===== config.mk =====
export PLATFORM = sky130hd
export DESIGN_NAME = acc_top
export DESIGN_NICKNAME = d
export VERILOG_FILES = /design/src/shared/acc_pkg.sv /design/src/shared/acc_chan_if.sv /design/src/hw/acc_channel.sv /design/src/hw/acc_edge.sv /design/src/hw/acc_top.sv
export VERILOG_INCLUDE_DIRS = /design/src /design/src/shared
export SDC_FILE = /design/constraint.sdc
export NUM_CORES = 1
export LEC_CHECK = 0
export BUFFER_PORTS_ARGS = -buffer_cell sky130_fd_sc_hd__buf_2
export CAP_MARGIN = 20
export CORE_UTILIZATION = 45
export CTS_CLUSTER_SIZE = 10
export DETAILED_ROUTE_END_ITERATION = 8
export GPL_ROUTABILITY_DRIVEN = 0
export PLACE_DENSITY = 0.67
export SYNTH_ARGS = -nofsm -noshare
export SYNTH_HDL_FRONTEND = slang
export SYNTH_SLANG_ARGS = --single-unit

===== constraint.sdc =====
create_clock -name ref_clk_in -period 2.8 [get_ports ref_clk_in]
set_input_delay 0.42 -clock ref_clk_in [delete_from_list [all_inputs] [get_ports ref_clk_in]]
set_output_delay 0.42 -clock ref_clk_in [all_outputs]
set_load 0.03 [all_outputs]

===== src/shared/acc_regs.svh =====
`ifndef ACC_REGS_SVH
`define ACC_REGS_SVH

// Register byte offsets on the register bus.
`define ACC_A_CTRL      8'h00
`define ACC_A_CMD       8'h04
`define ACC_A_EVCFG     8'h08
`define ACC_A_IENCLR    8'h0C
`define ACC_A_IENSET    8'h10
`define ACC_A_IFLAG     8'h14
`define ACC_A_STAT      8'h18
`define ACC_A_TRIG      8'h1C
`define ACC_A_CFG0      8'h20
`define ACC_A_CFG1      8'h24
`define ACC_A_START     8'h28
`define ACC_A_DBG       8'h2C

// Field positions.
`define ACC_B_SOFT_RESET_BIT     0
`define ACC_B_EN        1
`define ACC_B_DBLOFF    2
`define ACC_B_WAKE      3
`define ACC_E_OUT       4
`define ACC_S_WIN       2
`define ACC_S_RDY       4
`define ACC_S_SYNC      7
`define ACC_F_WIN       2

// Reset values and bus answers.
`define ACC_STARTUP_RST 8'h04
`define ACC_RESP_OK     2'h0
`define ACC_RESP_ERR    2'h2

`endif


===== src/shared/acc_pkg.sv =====
package acc_pkg;
    typedef enum logic [1:0] {
        ACC_IS_TOGGLE = 2'h0,
        ACC_IS_RISE   = 2'h1,
        ACC_IS_FALL   = 2'h2,
        ACC_IS_EOC    = 2'h3
    } acc_isel_type;
    typedef enum logic [2:0] {
        ACC_OFF  = 3'h1,
        ACC_WARM = 3'h2,
        ACC_LIVE = 3'h4
    } acc_state_type;
    typedef struct packed {
        logic [1:0]   filter_length_field;
        logic [2:0]   neg_sel;
        logic [2:0]   pos_sel;
        acc_isel_type irqsel;
        logic         hysteresis_bit;
        logic [1:0]   speed;
        logic         single;
        logic         en;
    } acc_cfg_type;
endpackage


===== src/shared/acc_chan_if.sv =====
`timescale 1ns/1ps
// Control and status of one comparator channel.
interface acc_chan_if #(parameter int CW = 8);
    acc_pkg::acc_cfg_type cfg;
    logic                 mod_en;
    logic                 start;
    logic [CW-1:0]        startup;
    logic                 cmp_raw;
    logic                 result;
    logic                 prev;
    logic                 ready;
    logic                 busy;
    logic                 on;
    logic                 done;
    modport ctl (output cfg, mod_en, start, startup, cmp_raw,
                 input result, prev, ready, busy, on, done);
    modport chan (input cfg, mod_en, start, startup, cmp_raw,
                  output result, prev, ready, busy, on, done);
endinterface


===== src/hw/acc_channel.sv =====
`timescale 1ns/1ps
// Sequencer of one comparator: start-up wait, single or continuous sampling.
module acc_channel #(parameter int CW = 8) (
    input  wire logic clk_in,
    input  wire logic rst_in,
    acc_chan_if.chan  ch
);
    import acc_pkg::*;

    acc_state_type st_q;
    logic [CW-1:0] cnt_q;
    logic          active;
    logic          take;

    assign active = ch.mod_en & ch.cfg.en;
    assign take = (st_q == ACC_LIVE) || (st_q == ACC_WARM && cnt_q == '0);
    assign ch.busy = (st_q == ACC_WARM);
    assign ch.on = (st_q != ACC_OFF);

    // Dropping either enable parks the channel; its own bit is untouched.
    always_ff @(posedge clk_in) begin
        if (rst_in || !active) begin
            st_q <= ACC_OFF;
        end else begin
            case (st_q)
                ACC_OFF:  if (!ch.cfg.single || ch.start) st_q <= ACC_WARM;
                ACC_WARM: if (cnt_q == '0) begin
                    st_q <= ch.cfg.single ? ACC_OFF : ACC_LIVE;
                end
                ACC_LIVE: st_q <= ACC_LIVE;
                default:  st_q <= ACC_OFF;
            endcase
        end
    end

    // Start-up wait is reloaded whenever the channel rests.
    always_ff @(posedge clk_in) begin
        if (rst_in || st_q == ACC_OFF) begin
            cnt_q <= ch.startup;
        end else if (st_q == ACC_WARM && cnt_q != '0) begin
            cnt_q <= cnt_q - 1'b1;
        end
    end

    // One sample per clock in continuous mode, one per start otherwise.
    always_ff @(posedge clk_in) begin
        if (rst_in) begin
            ch.result <= 1'b0;
            ch.prev   <= 1'b0;
            ch.done   <= 1'b0;
        end else begin
            ch.done <= take;
            if (take) begin
                ch.result <= ch.cmp_raw;
                ch.prev   <= ch.result;
            end
        end
    end

    // A finished sample outranks a start in the same cycle.
    always_ff @(posedge clk_in) begin
        if (rst_in || !active) begin
            ch.ready <= 1'b0;
        end else if (take) begin
            ch.ready <= 1'b1;
        end else if (ch.start && st_q == ACC_OFF) begin
            ch.ready <= 1'b0;
        end
    end
endmodule


===== src/hw/acc_edge.sv =====
`timescale 1ns/1ps
// Picks the interrupt condition of one comparator from its last two samples.
module acc_edge (
    input  wire acc_pkg::acc_isel_type sel_in,
    input  wire logic                  cur_in,
    input  wire logic                  prev_in,
    input  wire logic                  done_in,
    output logic                       hit_out
);
    import acc_pkg::*;

    // Edges compare the newest sample with the one before it.
    always_comb begin
        case (sel_in)
            ACC_IS_TOGGLE: hit_out = done_in & (cur_in ^ prev_in);
            ACC_IS_RISE:   hit_out = done_in & cur_in & ~prev_in;
            ACC_IS_FALL:   hit_out = done_in & ~cur_in & prev_in;
            ACC_IS_EOC:    hit_out = done_in;
            default:       hit_out = 1'b0;
        endcase
    end
endmodule


===== src/hw/acc_top.sv =====
// Added by the designer: register access over AXI4-Lite and the register offsets.
`timescale 1ns/1ps
`include "acc_regs.svh"
// Contract
// - A result is one when the positive input exceeds the negative.
// - Event setup must precede enable and is frozen while enabled.
// - Comparator setup must precede its enable and is then frozen.
// - A comparator runs only with module and own enable both set.
// - Module disable stops comparators but keeps their own enables.
// - Soft reset clears all but debug control and disables the module.
// - Result withheld for start-up after enable; continuous only first.
// - Doubler-off bit stops the doubler; use only above 2.5V supply.
// - Interrupt condition: toggle, rise, fall or end of comparison.
// - Event outputs follow the result regardless of interrupt enable.
// - Continuous mode compares until disabled, updating state and ready.
// - Edges compare current and previous samples at the sampling rate.
// - Sleeping continuous toggle requests clock, released unless wake.
// - Single mode idles until a start write, then compares once.
// - Start clears ready; hardware sets it when the comparison ends.
// - Trigger read starts single channels and stalls until all ready.
// - Enabled input event starts its own channel and clears ready.
// - Sleep event start requests clock, then releases unless wake.
// - Keeps working in sleep while its clock runs; irq may wake.
// - Keeps running while the processor is halted for debug.
// - Writes are guardable except command and flags; debugger exempt.
// - Certain writes cross a synchronising stage before taking effect.
// - One flag per comparator and one for window, each maskable.
module acc_top #(parameter int CW = 8) (
    input  wire logic        ref_clk_in,
    input  wire logic        rst_in,
    input  wire logic [7:0]  s_axi_awaddr_in,
    input  wire logic        s_axi_awvalid_in,
    output logic             s_axi_awready_out,
    input  wire logic [31:0] s_axi_wdata_in,
    input  wire logic [3:0]  s_axi_wstrb_in,
    input  wire logic        s_axi_wvalid_in,
    output logic             s_axi_wready_out,
    output logic [1:0]       s_axi_bresp_out,
    output logic             s_axi_bvalid_out,
    input  wire logic        s_axi_bready_in,
    input  wire logic [7:0]  s_axi_araddr_in,
    input  wire logic        s_axi_arvalid_in,
    output logic             s_axi_arready_out,
    output logic [31:0]      s_axi_rdata_out,
    output logic [1:0]       s_axi_rresp_out,
    output logic             s_axi_rvalid_out,
    input  wire logic        s_axi_rready_in,
    input  wire logic [1:0]  cmp_gt_in,
    input  wire logic [1:0]  event_trig_in,
    input  wire logic        sleep_in,
    input  wire logic        write_guard_in,
    input  wire logic        debugger_in,
    output logic [1:0]       comp_enable_out,
    output logic             doubler_on_out,
    output logic [1:0]       event_out,
    output logic             win_event_out,
    output logic             clk_req_out,
    output logic             irq_out
);
    import acc_pkg::*;

    logic          mod_en_q, en_pend_q, dbl_off_q, wake_q, soft_reset_bit_q;
    logic          dbgrun_q, bvalid_q, rvalid_q, rd_wait_q, win_q;
    logic [1:0]    bresp_q, rresp_q, ev_q;
    logic [5:0]    evcfg_q;
    logic [2:0]    irq_en_q, irq_flag_q, irq_set;
    logic [CW-1:0] startup_q;
    logic [31:0]   rdata_q, rd_d, wd;
    logic          rd_err, aw_go, ar_go, wr_ok, wr_err, wr_map, guarded;
    logic          rst_any, trig_go, all_rdy, trig_hold_q;
    logic [1:0]    start, res, prv, rdy, busy, on, done, hit, enabled;
    acc_cfg_type   cfg_q [2];

    // Byte-lane merge used by the flag, interrupt-enable, comparator setup and start-up writes.
    function automatic logic [31:0] acc_wmerge(input logic [31:0] o,
                                               input logic [31:0] n,
                                               input logic [3:0]  s);
        logic [31:0] r;
        r = o;
        for (int b = 0; b < 4; b++) begin
            if (s[b]) begin
                r[b*8 +: 8] = n[b*8 +: 8];
            end
        end
        return r;
    endfunction

    ////////////////////////////////////////////////////////////////////
    // Channels.

    acc_chan_if #(.CW(CW)) ch [2] ();

    for (genvar i = 0; i < 2; i++) begin : g_ch
        assign ch[i].cfg = cfg_q[i];
        assign ch[i].mod_en = mod_en_q;
        assign ch[i].start = start[i];
        assign ch[i].startup = startup_q;
        assign ch[i].cmp_raw = cmp_gt_in[i];
        assign res[i] = ch[i].result;
        assign prv[i] = ch[i].prev;
        assign rdy[i] = ch[i].ready;
        assign busy[i] = ch[i].busy;
        assign on[i] = ch[i].on;
        assign done[i] = ch[i].done;
        assign enabled[i] = mod_en_q & cfg_q[i].en;
        // Starts from command write, trigger read or input event.
        assign start[i] = cfg_q[i].single & (
            (aw_go && s_axi_awaddr_in == `ACC_A_CMD &&
             s_axi_wstrb_in[0] && s_axi_wdata_in[i]) ||
            (evcfg_q[i] && event_trig_in[i]) ||
            (trig_go && !busy[i]));
        acc_channel #(.CW(CW)) u_chan (
            .clk_in (ref_clk_in),
            .rst_in (rst_any),
            .ch     (ch[i])
        );
        acc_edge u_edge (
            .sel_in  (cfg_q[i].irqsel),
            .cur_in  (res[i]),
            .prev_in (prv[i]),
            .done_in (done[i]),
            .hit_out (hit[i])
        );
    end

    ////////////////////////////////////////////////////////////////////
    // Register bus.

    // Soft reset acts one cycle after its write and spares debug control.
    assign rst_any = rst_in | soft_reset_bit_q;
    assign aw_go = s_axi_awvalid_in & s_axi_wvalid_in & ~bvalid_q;
    assign ar_go = s_axi_arvalid_in & ~rvalid_q & ~rd_wait_q;
    assign s_axi_awready_out = aw_go;
    assign s_axi_wready_out = aw_go;
    assign s_axi_arready_out = ar_go;
    assign s_axi_bvalid_out = bvalid_q;
    assign s_axi_bresp_out = bresp_q;
    assign s_axi_rvalid_out = rvalid_q;
    assign s_axi_rresp_out = rresp_q;
    assign s_axi_rdata_out = rdata_q;

    // Command and flag writes bypass the guard; a debugger bypasses it all.
    assign guarded = s_axi_awaddr_in != `ACC_A_CMD &&
                     s_axi_awaddr_in != `ACC_A_IFLAG;
    assign wr_map = s_axi_awaddr_in <= `ACC_A_DBG &&
                    s_axi_awaddr_in[1:0] == 2'h0 &&
                    s_axi_awaddr_in != `ACC_A_STAT &&
                    s_axi_awaddr_in != `ACC_A_TRIG;
    assign wr_err = !wr_map ||
                    (guarded && write_guard_in && !debugger_in);
    assign wr_ok = aw_go & ~wr_err;
    assign wd = acc_wmerge(32'h0000_0000, s_axi_wdata_in, s_axi_wstrb_in);

    // Write response; every write answers the cycle after it is taken.
    always_ff @(posedge ref_clk_in) begin
        if (rst_in) begin
            bvalid_q <= 1'b0;
            bresp_q  <= `ACC_RESP_OK;
        end else if (aw_go) begin
            bvalid_q <= 1'b1;
            bresp_q  <= wr_err ? `ACC_RESP_ERR : `ACC_RESP_OK;
        end else if (s_axi_bready_in) begin
            bvalid_q <= 1'b0;
        end
    end

    // Module control; enable lands one stage late as a clock crossing would.
    always_ff @(posedge ref_clk_in) begin
        if (rst_any) begin
            en_pend_q <= 1'b0;
            mod_en_q  <= 1'b0;
            dbl_off_q <= 1'b0;
            wake_q    <= 1'b0;
        end else begin
            mod_en_q <= en_pend_q;
            if (wr_ok && s_axi_awaddr_in == `ACC_A_CTRL &&
                s_axi_wstrb_in[0]) begin
                en_pend_q <= s_axi_wdata_in[`ACC_B_EN];
                dbl_off_q <= s_axi_wdata_in[`ACC_B_DBLOFF];
                wake_q    <= s_axi_wdata_in[`ACC_B_WAKE];
            end
        end
    end

    // Soft reset pulse.
    always_ff @(posedge ref_clk_in) begin
        if (rst_in || soft_reset_bit_q) begin
            soft_reset_bit_q <= 1'b0;
        end else begin
            soft_reset_bit_q <= wr_ok && s_axi_awaddr_in == `ACC_A_CTRL &&
                       s_axi_wstrb_in[0] &&
                       s_axi_wdata_in[`ACC_B_SOFT_RESET_BIT];
        end
    end

    // Debug control survives soft reset; the block never halts for debug.
    always_ff @(posedge ref_clk_in) begin
        if (rst_in) begin
            dbgrun_q <= 1'b0;
        end else if (wr_ok && s_axi_awaddr_in == `ACC_A_DBG &&
                     s_axi_wstrb_in[0]) begin
            dbgrun_q <= s_axi_wdata_in[0];
        end
    end

    // Event setup and start-up count, frozen while the module runs.
    always_ff @(posedge ref_clk_in) begin
        if (rst_any) begin
            evcfg_q   <= '0;
            startup_q <= CW'(`ACC_STARTUP_RST);
        end else if (wr_ok && !mod_en_q && !en_pend_q) begin
            if (s_axi_awaddr_in == `ACC_A_EVCFG && s_axi_wstrb_in[0]) begin
                evcfg_q <= s_axi_wdata_in[5:0];
            end
            if (s_axi_awaddr_in == `ACC_A_START) begin
                startup_q <= CW'(acc_wmerge(32'(startup_q), s_axi_wdata_in,
                                            s_axi_wstrb_in));
            end
        end
    end

    // Comparator setup; only the enable bit moves while enabled.
    always_ff @(posedge ref_clk_in) begin
        if (rst_any) begin
            cfg_q[0] <= '0;
            cfg_q[1] <= '0;
        end else begin
            for (int i = 0; i < 2; i++) begin
                if (wr_ok && s_axi_awaddr_in ==
                    (i == 0 ? `ACC_A_CFG0 : `ACC_A_CFG1)) begin
                    if (cfg_q[i].en) begin
                        cfg_q[i].en <= acc_wmerge(32'(cfg_q[i]), wd,
                                       s_axi_wstrb_in) != 32'h0 ?
                                       s_axi_wstrb_in[0] ?
                                       s_axi_wdata_in[0] : 1'b1 : 1'b0;
                    end else begin
                        cfg_q[i] <= acc_cfg_type'(acc_wmerge(32'(cfg_q[i]),
                                    s_axi_wdata_in, s_axi_wstrb_in) >> 0);
                    end
                end
            end
        end
    end

    ////////////////////////////////////////////////////////////////////
    // Flags, events and clock request.

    // Window state: inside when the two comparators disagree.
    assign irq_set = {(res[0] ^ res[1]) != win_q, hit};

    // Flags are cleared by writing one; a set in the same cycle wins.
    always_ff @(posedge ref_clk_in) begin
        if (rst_any) begin
            irq_flag_q <= '0;
            irq_en_q   <= '0;
            win_q      <= 1'b0;
            ev_q       <= '0;
        end else begin
            win_q <= res[0] ^ res[1];
            ev_q  <= res & evcfg_q[`ACC_E_OUT +: 2];
            irq_flag_q <= (irq_flag_q &
                ~((aw_go && s_axi_awaddr_in == `ACC_A_IFLAG) ?
                  wd[2:0] : 3'h0)) | irq_set;
            if (wr_ok && s_axi_awaddr_in == `ACC_A_IENSET) begin
                irq_en_q <= irq_en_q | wd[2:0];
            end else if (wr_ok && s_axi_awaddr_in == `ACC_A_IENCLR) begin
                irq_en_q <= irq_en_q & ~wd[2:0];
            end
        end
    end

    assign irq_out = |(irq_flag_q & irq_en_q);
    assign event_out = ev_q;
    assign win_event_out = win_q;
    assign comp_enable_out = on;
    assign doubler_on_out = |on & ~dbl_off_q;
    // In sleep the clock is held only for pending work or a wake-up.
    assign clk_req_out = sleep_in & (|busy |
                         |(on & ~busy & (cmp_gt_in ^ res)) |
                         (wake_q & irq_out));

    ////////////////////////////////////////////////////////////////////
    // Read path, including the stalling trigger read.

    assign trig_go = ar_go && s_axi_araddr_in == `ACC_A_TRIG;
    assign all_rdy = &(rdy | ~enabled);

    always_comb begin
        rd_d   = '0;
        rd_err = 1'b0;
        case (s_axi_araddr_in)
            `ACC_A_CTRL: begin
                rd_d[`ACC_B_EN]     = en_pend_q;
                rd_d[`ACC_B_DBLOFF] = dbl_off_q;
                rd_d[`ACC_B_WAKE]   = wake_q;
            end
            `ACC_A_CMD:    rd_d = '0;
            `ACC_A_EVCFG:  rd_d[5:0] = evcfg_q;
            `ACC_A_IENCLR: rd_d[2:0] = irq_en_q;
            `ACC_A_IENSET: rd_d[2:0] = irq_en_q;
            `ACC_A_IFLAG:  rd_d[2:0] = irq_flag_q;
            `ACC_A_STAT: begin
                rd_d[1:0]               = res;
                rd_d[`ACC_S_WIN]        = win_q;
                rd_d[`ACC_S_RDY +: 2]   = rdy;
                rd_d[`ACC_S_SYNC]       = en_pend_q ^ mod_en_q;
            end
            `ACC_A_CFG0:   rd_d[14:0] = cfg_q[0];
            `ACC_A_CFG1:   rd_d[14:0] = cfg_q[1];
            `ACC_A_START:  rd_d[CW-1:0] = startup_q;
            `ACC_A_DBG:    rd_d[0] = dbgrun_q;
            default:       rd_err = 1'b1;
        endcase
    end

    // Ready of a channel started by the trigger read drops at the edge that takes the read,
    // yet the first waiting cycle still ignores the ready bits.
    always_ff @(posedge ref_clk_in) begin
        if (rst_in) begin
            trig_hold_q <= 1'b0;
        end else begin
            trig_hold_q <= trig_go;
        end
    end

    // The trigger read answers only once every enabled channel is ready.
    always_ff @(posedge ref_clk_in) begin
        if (rst_in) begin
            rvalid_q  <= 1'b0;
            rd_wait_q <= 1'b0;
            rdata_q   <= '0;
            rresp_q   <= `ACC_RESP_OK;
        end else if (trig_go) begin
            rd_wait_q <= 1'b1;
        end else if (rd_wait_q) begin
            if (all_rdy && !trig_hold_q) begin
                rd_wait_q <= 1'b0;
                rvalid_q  <= 1'b1;
                rdata_q   <= {26'h0, rdy, 2'h0, res};
                rresp_q   <= `ACC_RESP_OK;
            end
        end else if (ar_go) begin
            rvalid_q <= 1'b1;
            rdata_q  <= rd_d;
            rresp_q  <= rd_err ? `ACC_RESP_ERR : `ACC_RESP_OK;
        end else if (s_axi_rready_in) begin
            rvalid_q <= 1'b0;
        end
    end
endmodule


# After elaboration in Yosys (flattened, before gate mapping)
# Memories as Yosys holds them, arrays and structs flattened.
# Index checks and enable logic that the tools add are counted.
# classes
addsub	2
order_cmp	1
eq_ne	44
mux	117
bitwise_logic	59
reduce_logical	92
# op_table
cell	count
two-way mux 8 bit	43
two-way mux 32 bit	3
equality test 8 x 6 -> 1 bit (second input constant)	8
nonzero test 32 bit	2
equality test 8 x 5 -> 1 bit (second input constant)	6
two-way mux 7 bit	6
two-way mux 1 bit	38
logical AND 1 bit	35
equality test 8 x 4 -> 1 bit (second input constant)	4
logical NOT 8 bit	4
two-way mux 14 bit	2
two-way mux 3 bit	9
inequality test 8 x 5 -> 1 bit (second input constant)	3
bitwise AND 1 bit	22
case mux 3 bit (3 select lines)	2
equality test 8 x 3 -> 1 bit (second input constant)	2
case mux 2 bit (8 select lines)	1
nonzero test 8 bit	2
subtractor 8 x 1 -> 8 bit (second input constant)	2
logical OR 1 bit	14
case mux 7 bit (2 select lines)	1
nonzero test 2 bit	7
case mux 1 bit (4 select lines)	3
logical NOT 1 bit	11
32 further kinds	85
# totals
register_bits	99
ramBits	30
output_inout_bits	49
mem_count	1
# mem_list
name	words	width	read_ports	rd_clocked_by_memory_dff	wr	line_no	source
cfg_q	2	15	2	0	2	acc_top.sv:72	acc_cfg_type cfg_q [2];

# Longest topological paths before layout
# depth
word_depth	15
ltp_mapped	8
mapped_depth_nobuf	7

# Hierarchy
# A second synthesis with hierarchy kept.
# unflattened
cells_unflattened	654
area_unflattened_um2	6054.6
# modules_own_cells
module	n_inst	cells_per_inst	area_per_inst_um2
acc_top	1	494	4367.9
acc_channel	2	76	813.3
acc_edge	2	4	30.0

# Worst setup path after synthesis
# OpenSTA, ideal clock, no wires.
# synth_timing
kind	flip-flop to flip-flop
from	register bvalid_q (netlist: s_axi_bvalid_out)
to	memory cfg_q[1][10] (netlist name), enable pin
setup_ns	0.381
t_arrival_ns	1.980
t_required_ns	2.419
slack_ns	0.440
stages_incl_launch_ff	6
path_buffers	1
synth_period_minus_slack_ns	2.360
path_cell_list	dfxtp_1 nand3b_1 inv_1 clkbuf_1 nand3_1 o21ai_0
# synth_rtl
element	line_no	source
start, declared	acc_top.sv:63	logic dbgrun_q, bvalid_q, rvalid_q, rd_wait_q, win_q;
start signal, assigned	acc_top.sv:157	bvalid_q <= 1'b0;
start signal, assigned	acc_top.sv:160	bvalid_q <= 1'b1;
start signal, assigned	acc_top.sv:163	bvalid_q <= 1'b0;
end, declared	acc_top.sv:72	

# Worst setup path after layout
# layout_timing
from	register g_ch[1].u_chan.ch.result
to	output clk_req_out
# layout_via
elab_chain_len	6
# layout_lines
element	line_no	source
start, declared	acc_chan_if.sv:18	output result, prev, ready, busy, on, done);
start signal, assigned	acc_channel.sv:54	ch.result <= ch.cmp_raw;
bitwise XOR 2 bit	acc_top.sv:279	|(on & ~busy & (cmp_gt_in ^ res)) |
bitwise AND 2 bit	acc_top.sv:279	
OR reduction 2 bit	acc_top.sv:279	
bitwise OR 1 bit (2 in series)	acc_top.sv:279	
bitwise AND 1 bit	acc_top.sv:278	assign clk_req_out = sleep_in & (|busy |
end, declared	acc_top.sv:57	output logic clk_req_out,
# Every way passes these cells.

==> impl_metrics.py <==
metrics = {
    "synth": {
        "yosysUniqueCellTypes": 69,
        "netlist_area_mm2": 0.00600,
        "yosys.area.top_type": "edfxtp_1",
        "ys_async_sr_fraction_pct": 0,
        "synthCells": 651,
        "avgSynthCellArea_um2": 9.22,
        "yosysWarnings": 0,
        "ys_seq_area_share_pct": 44.3,
        "synth_edf_count": 46,
        "ys_ff_latch": 110,
        "synth.area.top_cells": "edfxtp_1 23%, dfxtp_1 21%, mux2i_1 4.8%",
        "yosysTopAreaCellShare_pct": 23.0,
        "ys.flop_type": "dfxtp_1",
    },
    "route": {
        "antenna_left": 0,
        "viasPerCell": 5.81,
        "firstDrtPassIters": 5,
        "routed_wirelength_um": 16700,
        "drtIter0Drc": 600,
        "route.vias.total": 5312,
        "drc_errors": 0,
        "route.detailed.wl_per_inst_um": 18.3,
    },
    "cells_and_area": {
        "nets": 808,
        "drive_above_1_share_pct": 19.5,
        "syn_to_final_growth_pct": 14.4,
        "nFillCells": 1202,
        "final_common_cell": "buf_2",
        "n_antenna_cell": 0,
        "mostFrequentLayoutCells": "95 x buf_2, 64 x nor2_1, 64 x dfxtp_1",
    },
    "run_status": {
        "status": "finished clean",
    },
    "sta": {
        "setup_viol": 0,
        "drv_slew": 0,
        "max_freq_ghz": 0.444,
        "clock-skew-final_ps": 5.20,
        "worst_slew_pin_slew_ps": 725,
        "final.setup.tns_ps": 0,
        "hold_ws_ps": 316,
        "maxSlewHeadroom_pct": 51.2,
        "hold_viol": 0,
        "rsz0062_at_grt": "no",
        "post-route-period-util_pct": 80.4,
        "period_minus_slack_ps": 2250,
    },
    "setup_path": {
        "cp-start-kind": "flop",
        "rrSetupSlack_ps": 710,
        "cp-endpoint": "clk_req_out",
        "cp.required_ps": 2380,
        "r2r-start": "g_ch[0].u_chan.cnt_q[0]",
        "cp_max_fo": 9,
        "endpoint_kind": "primary output",
        "crit_start": "g_ch[1].u_chan.ch.result",
        "r2r_cells": 7,
        "r2r_end": "g_ch[0].u_chan.ch.result",
        "crit_arrival_ps": 1830,
        "worst-setup-path-type": "reg -> out",
    },
    "floorplanning": {
        "fp.dieW_um": 118,
        "die_area_mm2": 0.0138,
        "core-area_mm2": 0.0128,
        "die_h_um": 118,
        "top_level_ports": 115,
        "rows": 41,
        "start_util_pct": 46.8,
    },
    "global_routing": {
        "antenna_found_initial": 0,
        "grt_pass1_wl_um": 27000,
        "grt_max_degree": 27,
        "grt_pass1_vias": 5091,
        "grtUsageTotal_pct": 24.9,
        "overflow": 0,
    },
    "power_and_ir_drop": {
        "p_per_area_mw_per_mm2": 476,
        "ir_worst_vdd_mv": 0.299,
        "p_leak_uw": 0.00279,
    },
    "min_path": {
        "worstHoldPathCells": 3,
        "hold_path.class": "in -> reg",
    },
    "clock_tree": {
        "clk_pin_slew_worst_paths_ps": 80,
        "insertion_delay_ps": 350,
        "cts_tree": "yes",
        "post_cts_buffers": 0,
        "cts_root_buffer": "clkbuf_16",
        "cts.sinks": 110,
        "clk_path_buf_depth": 2,
        "cts-htree-levels": 3,
        "postCtsResizedCells": 0,
        "cts_hold_buf": 0,
        "cts_buffers": 9,
    },
    "placed_design": {
        "dp_hpwl_um": 12500,
        "port_buffers": 95,
    },
    "run": {
        "maxCapViolations": 0,
    },
}
## kinds of logic (layout without fill, tap and decap cells)
group	after synthesis	count (layout)	synth area share, %
AO/OA/AOI/OAI	145	145	16.2
XOR/XNOR	19	19	2.77
adder cells (fa/ha/maj)	4	4	0.834
buffers and inverters	73	147	6.31
flip-flops	110	110	44.3
multiplexers	31	31	5.40
other	1	19	0.0625
AND/OR/NAND/NOR	268	268	24.0
## report_power, final
| group | internal, uW | leakage [uW] | switching [uW] |
|---|---|---|---|
| logic | 105 | 0.00163 | 212 |
| clock network | 635 | 0.000144 | 616 |
| registers | 1680 | 0.00102 | 18.0 |
## sequential cells by signal (all words and copies together) (netlist names), 2 cells and up, named ones only
name	count
ch.startup	8
g_ch.u_chan.ch.prev	2
evcfg_q	6
irq_flag_q	3
g_ch.u_chan.ch.result	2
g_ch.u_chan.cnt_q	16
event_out	2
g_ch.u_chan.ch.done	2
cfg_q	30
g_ch.u_chan.ch.ready	2
s_axi_rdata_out	15
g_ch.u_chan.st_q	6
## through the flow
stage,total power [uW],area (um2),util [%],std cells,setup WS [ps]
2_1_floorplan,1950,6070,-,669,440
3_3_place_gp,2040,6590,51.4,899,521
3_5_place_dp,2050,6590,51.4,899,439
4_1_cts,3270,6870,53.6,915,612
5_1_grt,3360,6870,53.6,915,485
6_report,3270,6870,53.6,915,549
## cells in the mapped netlist, types with 9 or more instances
library cell  count
dfxtp_1          64
nor2_1           64
nand2_1          59
edfxtp_1         46
a21oi_1          36
o21ai_0          35
mux2i_1          29
buf_4            25
clkbuf_1         24
nand2b_1         24
and3_1           20
inv_1            17
a22oi_1          14
and2_1           14
nor4_1           13
nand3_1          11
nor3_1           11
xnor2_1          11
nand4_1          10
or4_1             9
## worst max-delay path: stages (launching register included)
cell and delay (ps):
dfxtp_1 620, xnor2_1 130, o22ai_1 170, nor3_1 60
a21boi_0 250, buf_2 240
## metal layers
metal	vias to the layer above	track usage, %	wire length, um
li1	2512	-	-
met1	2500	35.2	7580
met2	268	37.7	7410
met3	32	4.51	1290
met4	0	9.62	446
met5	-	0	0
## final cells by class
type,instances,area [um2],share of cell area [%]
sequential,110,2660,38.7
tap,172,215,3.13
inverter,17,63.8,0.929
clock buffer,10,239,3.48
timing repair buffer,114,618,8.99
clock inverter,6,42.5,0.619
multi-input combinational,486,3030,44.1
## worst min path at each step
stage | from | to | slack [ps]
after floorplan | g_ch[1].u_chan.st_q[0] | g_ch[1].u_chan.st_q[2] | 430
after global placement | g_ch[1].u_chan.st_q[0] | g_ch[1].u_chan.st_q[2] | 440
after detailed placement | s_axi_rdata_out[7] | s_axi_rdata_out[7] | 460
after CTS | s_axi_bready_in | s_axi_bvalid_out | 310
after global routing | s_axi_bready_in | s_axi_bvalid_out | 350
final | s_axi_bready_in | s_axi_bvalid_out | 320
Power figures use the tool's default switching activity.
